--- src/rtl/lvds_rx_cfg.svh ---
/*
 Constants for the input receiver configuration registers: offsets, field
 positions, reset values and delay timing. Included by bare name.
*/
`ifndef LVDS_RX_CFG_SVH
`define LVDS_RX_CFG_SVH

`define RX_ENABLE_OFFSET      4'h2
`define RX_DELAY_OFFSET       4'h3
`define RX_ENABLE_RESET       16'h3FFF
`define RX_DELAY_RESET        16'h0000
`define RX_ENABLE_WRITE_MASK  16'h3FFF
`define RX_DELAY_WRITE_MASK   16'hFFF9
`define PORT_A_EN_HI          13
`define PORT_A_EN_LO          7
`define PORT_B_EN_HI          6
`define PORT_B_EN_LO          0
`define DATA_DLY_A_HI         15
`define DATA_DLY_A_LO         13
`define CLK_DLY_A_HI          12
`define CLK_DLY_A_LO          10
`define DATA_DLY_B_HI         9
`define DATA_DLY_B_LO         7
`define CLK_DLY_B_HI          6
`define CLK_DLY_B_LO          4
`define EXT_REF_BIT           3
`define DUAL_CLOCK_BIT        0
`define DELAY_STEP_PS         80

`endif

--- src/rtl/lvds_rx_pkg.sv ---
/*
 Types shared by the receiver configuration bank and its bus port.
 Assumes the constants header sits beside it.
*/
package lvds_rx_pkg;
    typedef logic [15:0] reg_word_t;
    typedef logic [2:0]  delay_code_t;
    typedef enum logic [1:0] {
        BUS_IDLE = 2'b00,
        BUS_ACK  = 2'b01
    } bus_state_e;
endpackage

--- src/rtl/lvds_rx_bus_if.sv ---
/*
 Internal register access channel between the bus slave and the register
 bank. Assumes one clock domain.
*/
`timescale 1ns/1ps
`default_nettype none
interface lvds_rx_bus_if;
    logic        wr;
    logic        rd;
    logic [3:0]  index;
    logic [15:0] wdata;
    logic [15:0] rdata;
    logic        hit;
    modport slave  (input wr, input rd, input index, input wdata, output rdata, output hit);
    modport master (output wr, output rd, output index, output wdata, input rdata, input hit);
endinterface
`default_nettype wire

--- src/rtl/lvds_rx_config_regs.sv ---
/*
 Input receiver configuration bank: per-pin receiver enables and receiver
 delay, reference and clocking controls, reached over classic Wishbone.
 Assumes a single 250 MHz clock and a synchronous active-low reset.
*/
// Design decision made here: the Wishbone interface to the registers.
`timescale 1ns/1ps
`default_nettype none
`include "lvds_rx_cfg.svh"
module lvds_rx_config_regs
    import lvds_rx_pkg::*;
(
    input  wire logic        CORE_CLK_IN,
    input  wire logic        RESET_N_IN,
    input  wire logic        WB_CYC_IN,
    input  wire logic        WB_STB_IN,
    input  wire logic        WB_WE_IN,
    input  wire logic [5:0]  WB_ADR_IN,
    input  wire logic [3:0]  WB_SEL_IN,
    input  wire logic [31:0] WB_DAT_IN,
    output var  logic [31:0] WB_DAT_OUT,
    output var  logic        WB_ACK_OUT,
    output var  logic [6:0]  PORT_A_DATA_PINS_EN_OUT,
    output var  logic [6:0]  PORT_B_DATA_PINS_EN_OUT,
    output var  logic [2:0]  PORT_A_DATA_DELAY_OUT,
    output var  logic [2:0]  SYNC_OR_PORT_A_CLOCK_DELAY_OUT,
    output var  logic [2:0]  SHARED_OR_PORT_B_DATA_DELAY_OUT,
    output var  logic [2:0]  SHARED_OR_PORT_B_CLOCK_DELAY_OUT,
    output var  logic        EXT_REF_ENABLE_OUT,
    output var  logic        DUAL_CLOCK_ENABLE_OUT
);
    // Nominal delay of one code step, for downstream timing models
    localparam int DELAY_STEP_PS = `DELAY_STEP_PS;

    typedef struct packed {
        reg_word_t input_receiver_enable;
        reg_word_t receiver_delay_control;
    } regs_s;

    regs_s       q;
    regs_s       next_q;
    reg_word_t   lane_mask;
    lvds_rx_bus_if bus ();

    lvds_rx_wb_slave u_wb (
        .clk_in     (CORE_CLK_IN),
        .reset_n_in (RESET_N_IN),
        .cyc_in     (WB_CYC_IN),
        .stb_in     (WB_STB_IN),
        .we_in      (WB_WE_IN),
        .adr_in     (WB_ADR_IN),
        .dat_in     (WB_DAT_IN),
        .dat_out    (WB_DAT_OUT),
        .ack_out    (WB_ACK_OUT),
        .bus        (bus)
    );

    assign lane_mask = {{8{WB_SEL_IN[1]}}, {8{WB_SEL_IN[0]}}};

    always_comb begin
        bus.hit   = 1'b0;
        bus.rdata = 16'h0000;
        case (bus.index)
            `RX_ENABLE_OFFSET: begin
                bus.hit   = 1'b1;
                bus.rdata = q.input_receiver_enable;
            end
            `RX_DELAY_OFFSET: begin
                bus.hit   = 1'b1;
                bus.rdata = q.receiver_delay_control;
            end
            default: begin
                bus.hit   = 1'b0;
            end
        endcase
    end

    always_comb begin
        next_q = q;
        if (bus.wr && bus.index == `RX_ENABLE_OFFSET) begin
            next_q.input_receiver_enable = (q.input_receiver_enable & ~(lane_mask
                & `RX_ENABLE_WRITE_MASK)) | (bus.wdata & lane_mask & `RX_ENABLE_WRITE_MASK);
        end
        if (bus.wr && bus.index == `RX_DELAY_OFFSET) begin
            next_q.receiver_delay_control = (q.receiver_delay_control & ~(lane_mask
                & `RX_DELAY_WRITE_MASK)) | (bus.wdata & lane_mask & `RX_DELAY_WRITE_MASK);
        end
    end

    always_ff @(posedge CORE_CLK_IN) begin
        if (!RESET_N_IN) begin
            q.input_receiver_enable  <= `RX_ENABLE_RESET;
            q.receiver_delay_control <= `RX_DELAY_RESET;
        end else begin
            q <= next_q;
        end
    end

    // Outputs are the register bits themselves; the analog side decodes mode
    assign PORT_A_DATA_PINS_EN_OUT = q.input_receiver_enable[`PORT_A_EN_HI:`PORT_A_EN_LO];
    assign PORT_B_DATA_PINS_EN_OUT = q.input_receiver_enable[`PORT_B_EN_HI:`PORT_B_EN_LO];
    // Code counts 80 ps steps, zero means no added delay
    assign PORT_A_DATA_DELAY_OUT   = q.receiver_delay_control[`DATA_DLY_A_HI:`DATA_DLY_A_LO];
    assign SYNC_OR_PORT_A_CLOCK_DELAY_OUT =
        q.receiver_delay_control[`CLK_DLY_A_HI:`CLK_DLY_A_LO];
    assign SHARED_OR_PORT_B_DATA_DELAY_OUT =
        q.receiver_delay_control[`DATA_DLY_B_HI:`DATA_DLY_B_LO];
    assign SHARED_OR_PORT_B_CLOCK_DELAY_OUT =
        q.receiver_delay_control[`CLK_DLY_B_HI:`CLK_DLY_B_LO];
    assign EXT_REF_ENABLE_OUT      = q.receiver_delay_control[`EXT_REF_BIT];
    // No check of sync mode here; that ordering is software's job
    assign DUAL_CLOCK_ENABLE_OUT   = q.receiver_delay_control[`DUAL_CLOCK_BIT];

    localparam reg_word_t ENABLE_WRITABLE = `RX_ENABLE_WRITE_MASK;
    localparam reg_word_t DELAY_WRITABLE  = `RX_DELAY_WRITE_MASK;

    // Per-bit checks: a lane that is off, or a reserved bit, never moves
    for (genvar i = 0; i < 16; i++) begin : g_bit
        if (ENABLE_WRITABLE[i]) begin : g_en

        end else begin : g_en_rsvd

        end

        if (DELAY_WRITABLE[i]) begin : g_dly

        end else begin : g_dly_rsvd

        end
    end
endmodule
`default_nettype wire

--- src/rtl/lvds_rx_wb_slave.sv ---
/*
 Classic Wishbone slave: one-cycle request decode, registered ack one
 cycle after strobe. Assumes 32-bit words, byte addresses, synchronous reset.
*/
`timescale 1ns/1ps
`default_nettype none
module lvds_rx_wb_slave
    import lvds_rx_pkg::*;
(
    input  wire logic        clk_in,
    input  wire logic        reset_n_in,
    input  wire logic        cyc_in,
    input  wire logic        stb_in,
    input  wire logic        we_in,
    input  wire logic [5:0]  adr_in,
    input  wire logic [31:0] dat_in,
    output var  logic [31:0] dat_out,
    output var  logic        ack_out,
    lvds_rx_bus_if.master    bus
);
    typedef struct packed {
        bus_state_e  state;
        logic [31:0] dat;
        logic        ack;
    } wb_state_s;

    wb_state_s q;
    wb_state_s next_q;
    logic      req;

    // Access happens only in the request's first cycle, so no double write
    assign req       = cyc_in && stb_in && (q.state == BUS_IDLE);
    assign bus.wr    = req && we_in;
    assign bus.rd    = req && !we_in;
    assign bus.index = adr_in[5:2];
    assign bus.wdata = dat_in[15:0];

    always_comb begin
        next_q = q;
        next_q.ack = 1'b0;
        case (q.state)
            BUS_IDLE: begin
                if (req) begin
                    next_q.ack   = 1'b1;
                    next_q.state = BUS_ACK;
                    // Unmapped reads return zero, unmapped writes dropped
                    next_q.dat   = bus.hit ? {16'h0000, bus.rdata} : 32'h00000000;
                end
            end
            BUS_ACK: begin
                next_q.state = BUS_IDLE;
            end
            default: begin
                next_q.state = BUS_IDLE;
            end
        endcase
    end

    always_ff @(posedge clk_in) begin
        if (!reset_n_in) begin
            q <= '{state: BUS_IDLE, dat: 32'h00000000, ack: 1'b0};
        end else begin
            q <= next_q;
        end
    end

    assign dat_out = q.dat;
    assign ack_out = q.ack;
endmodule
`default_nettype wire

--- config.mk ---
export PLATFORM = sky130hd
export DESIGN_NAME = lvds_rx_config_regs
export DESIGN_NICKNAME = d
export VERILOG_FILES = /design/src/rtl/lvds_rx_pkg.sv /design/src/rtl/lvds_rx_bus_if.sv /design/src/rtl/lvds_rx_config_regs.sv /design/src/rtl/lvds_rx_wb_slave.sv
export VERILOG_INCLUDE_DIRS = /design/src /design/src/rtl
export SDC_FILE = /design/constraint.sdc
export NUM_CORES = 1
export LEC_CHECK = 0
export BUFFER_PORTS_ARGS = -buffer_cell sky130_fd_sc_hd__buf_4
export CAP_MARGIN = 20
export CORE_UTILIZATION = 34
export CTS_CLUSTER_DIAMETER = 150
export CTS_CLUSTER_SIZE = 25
export DETAILED_ROUTE_END_ITERATION = 7
export PLACE_DENSITY = 0.61
export RECOVER_POWER = 50
export SKIP_LAST_GASP = 1
export SLEW_MARGIN = 10
export SYNTH_ARGS = -nofsm -noshare
export SYNTH_HDL_FRONTEND = slang
export SYNTH_SLANG_ARGS = --single-unit
--- constraint.sdc ---
create_clock -name CORE_CLK_IN -period 1.67 [get_ports CORE_CLK_IN]
set_input_delay 0.0835 -clock CORE_CLK_IN [delete_from_list [all_inputs] [get_ports CORE_CLK_IN]]
set_output_delay 0.0835 -clock CORE_CLK_IN [all_outputs]
set_load 0.02 [all_outputs]
==> impl_metrics.env <==
export IMPL_port_buffers=71
export IMPL_die_w_um=82.6
export IMPL_synth_xor_area_share_pct=0
export IMPL_multi_input_area_um2=1040
export IMPL_antenna_found_initial=0
export IMPL_cts_hold_buffers=0
export IMPL_via_count=1719
export IMPL_worstReg2RegStart="u_wb.q[33]"
export IMPL_ir_worst_vdd_mv=0.478
export IMPL_synth_mux_area_share_pct=12.7
export IMPL_htreeDepth=2
export IMPL_cts_root_buffer="clkbuf_8"
export IMPL_path_max_fanout=6
export IMPL_hold_violations=0
export IMPL_drv_slew=0
export IMPL_min_path_type="in -> reg"
export IMPL_netlist_instances=239
export IMPL_outcome="completed"
export IMPL_firstDrtPassIters=4
export IMPL_p_leak_nw=0.971
export IMPL_cts_tree="done"
export IMPL_synth_seq_area_share_pct=41.7
export IMPL_drc=0
export IMPL_fin_nets=341
export IMPL_finalSetupViolCount=0
export IMPL_synth_simple_gate_area_share_pct=22.8
export IMPL_finClkSkew_ns=0.00411
export IMPL_start_util_pct=36.2
export IMPL_max_cap_violations=0
export IMPL_timing_hold_ws_ns=0.0325
export IMPL_final_cell_mix="dfxtp_1 (46), clkbuf_1 (46), buf_4 (34)"
export IMPL_ys_ff_latch=46
export IMPL_fill_cells=658
export IMPL_routed_wl_um=4900
export IMPL_gp_congestion=0.693
export IMPL_seqCellArea_um2=921
export IMPL_worstHoldStart="WB_DAT_IN[15]"
export IMPL_core_um2=6100
export IMPL_post_cts_resized=0
export IMPL_grt_max_degree=75
export IMPL_synth_cell_types=24
export IMPL_ant_nets=0
export IMPL_clk_latency_ns=0.29
export IMPL_cts_setup_buffers=0
export IMPL_fin_setup_tns_ns=0
export IMPL_diodes=0
export IMPL_synth_area_per_cell_um2=9.23
export IMPL_grt_pass1_wl_um=7690
export IMPL_ys_async_sr_fraction_pct=0
export IMPL_crit_chain="nand4b_1 -> buf_4 -> nor3b_4 -> mux2i_1"
export IMPL_netlist_area_um2=2210
export IMPL_slew_headroom_pct=60.7
export IMPL_min_period_ns=1.40
export IMPL_fin_cells=370
export IMPL_place_inst=362
export IMPL_reg2reg_depth=4
export IMPL_clockBufferDepth=2
export IMPL_utilization_pct=42.4
export IMPL_rsz0062_at_grt="no"
export IMPL_grt_overflow=0
export IMPL_rows=28
export IMPL_cp_end_kind="register"
export IMPL_wl_per_cell_um=13.2
export IMPL_timing_fmax_mhz=716
export IMPL_fp_dieArea_um2=6820
export IMPL_syn_to_final_growth_pct=17.0
export IMPL_yosys_warnings=0
export IMPL_synth_main_ff_cell="dfxtp_1"
export IMPL_reg2reg_setup_slack_ns=0.27
export IMPL_cp_start_kind="register"
export IMPL_worst_pin_slew_ns=0.589
export IMPL_synth_adder_area_share_pct=0
export IMPL_slowest_stage="nor3b_4"
export IMPL_synth_top_family_by_area="simple AND/OR/NAND/NOR gates"
export IMPL_final_layout_size_suffix_gt1_share_pct=15.6
export IMPL_period_share_pct=83.6
export IMPL_critPathArrivalTime_ns=1.62
export IMPL_vias_per_cell=4.65
export IMPL_boundaryPins=108
export IMPL_crit_type="reg -> reg"
export IMPL_cts_buffers_inserted=5
export IMPL_gr_usage_all_layers_pct=15.3
export IMPL_hpwlAfterDp_um=3280
export IMPL_path_clk_slew_ns=0.08
export IMPL_synth_edff_count=0
export IMPL_tritoncts_num_sinks=46
export IMPL_cp_startpoint="u_wb.q[33]"
export IMPL_worstPathRequired_ns=1.90
export IMPL_p_per_area_nw_per_um2=805
export IMPL_dr_first_iter_drc_count=47
export IMPL_die_h_um=82.6
export IMPL_slowest_delay_ns=0.43
export IMPL_grt_pass1_vias=1529
export IMPL_synth_compound_area_share_pct=8.84
export IMPL_finalPower_mw=2.08
metal layers:
layer | vias to the layer above | GRT usage [%] | routed length, um
li1 | 863 | - | -
met1 | 806 | 19.2 | 2290
met2 | 46 | 25.6 | 2310
met3 | 4 | 4.62 | 276
met4 | 0 | 3.62 | 29
met5 | - | 0 | 0
layout make-up:
type	instances	area share [%]
clock buffers	7	3.34
clock inverters	1	0.194
inverters	2	0.291
multi-input cells	160	40.5
flip-flops and latches	46	35.7
well taps	75	3.63
repair buffers	79	16.4
worst min path at each step:
stage | depth (start not counted) | slack (ns) | to
2_1_floorplan | 2 | 0.23 | register
3_3_place_gp | 3 | 0.35 | register
3_5_place_dp | 3 | 0.35 | register
4_1_cts | 3 | 0.03 | register
5_1_grt | 3 | 0.03 | register
6_report | 3 | 0.03 | register
Yosys cell counts, types with 2 or more instances:
cell type / number / share of area (%)
nor3_4: 2 / 1.5
a221oi_1: 12 / 4.8
dfxtp_1: 46 / 42
mux2i_1: 28 / 13
and2_1: 2 / 0.57
buf_2: 2 / 0.45
buf_4: 32 / 11
inv_1: 2 / 0.34
nand3_1: 4 / 0.91
clkbuf_1: 12 / 2.0
nor2_1: 12 / 2.0
nor2b_1: 28 / 7.9
o21ai_0: 12 / 2.7
a21boi_0: 4 / 1.4
nand2_1: 32 / 5.4
report_power, final:
group | internal, mW | switching, mW | total, mW | leakage, nW
clock network | 0.334 | 0.363 | 0.697 | 0.0482
logic | 0.0964 | 0.157 | 0.254 | 0.550
registers | 1.12 | 0.0101 | 1.13 | 0.373
total | 1.55 | 0.530 | 2.08 | 0.971
critical path: cells and delay by family (launching register included):
| kind | cells | cell delay, ns |
|---|---|---|
| DFF | 1 | 0.32 |
| buffers and inverters | 1 | 0.18 |
| muxes | 1 | 0.23 |
| and+or+nand+nor | 2 | 0.60 |
through the flow:
stage               area (um2)  setup WS (ns)
global placement          2660          0.248
detailed placement        2660          0.256
CTS                       2750          0.258
finish                    2580          0.274
global route              2580          0.129
floorplan                 2260          0.283
kinds of logic after synthesis:
| kind of cell | Yosys count |
|---|---|
| other | 1 |
| buffers and inverters | 48 |
| flip-flops | 46 |
| AND/OR/NAND/NOR | 88 |
| multiplexers | 28 |
| AO/OA/AOI/OAI | 28 |
Note: power is estimated with default switching activity, not from simulation.
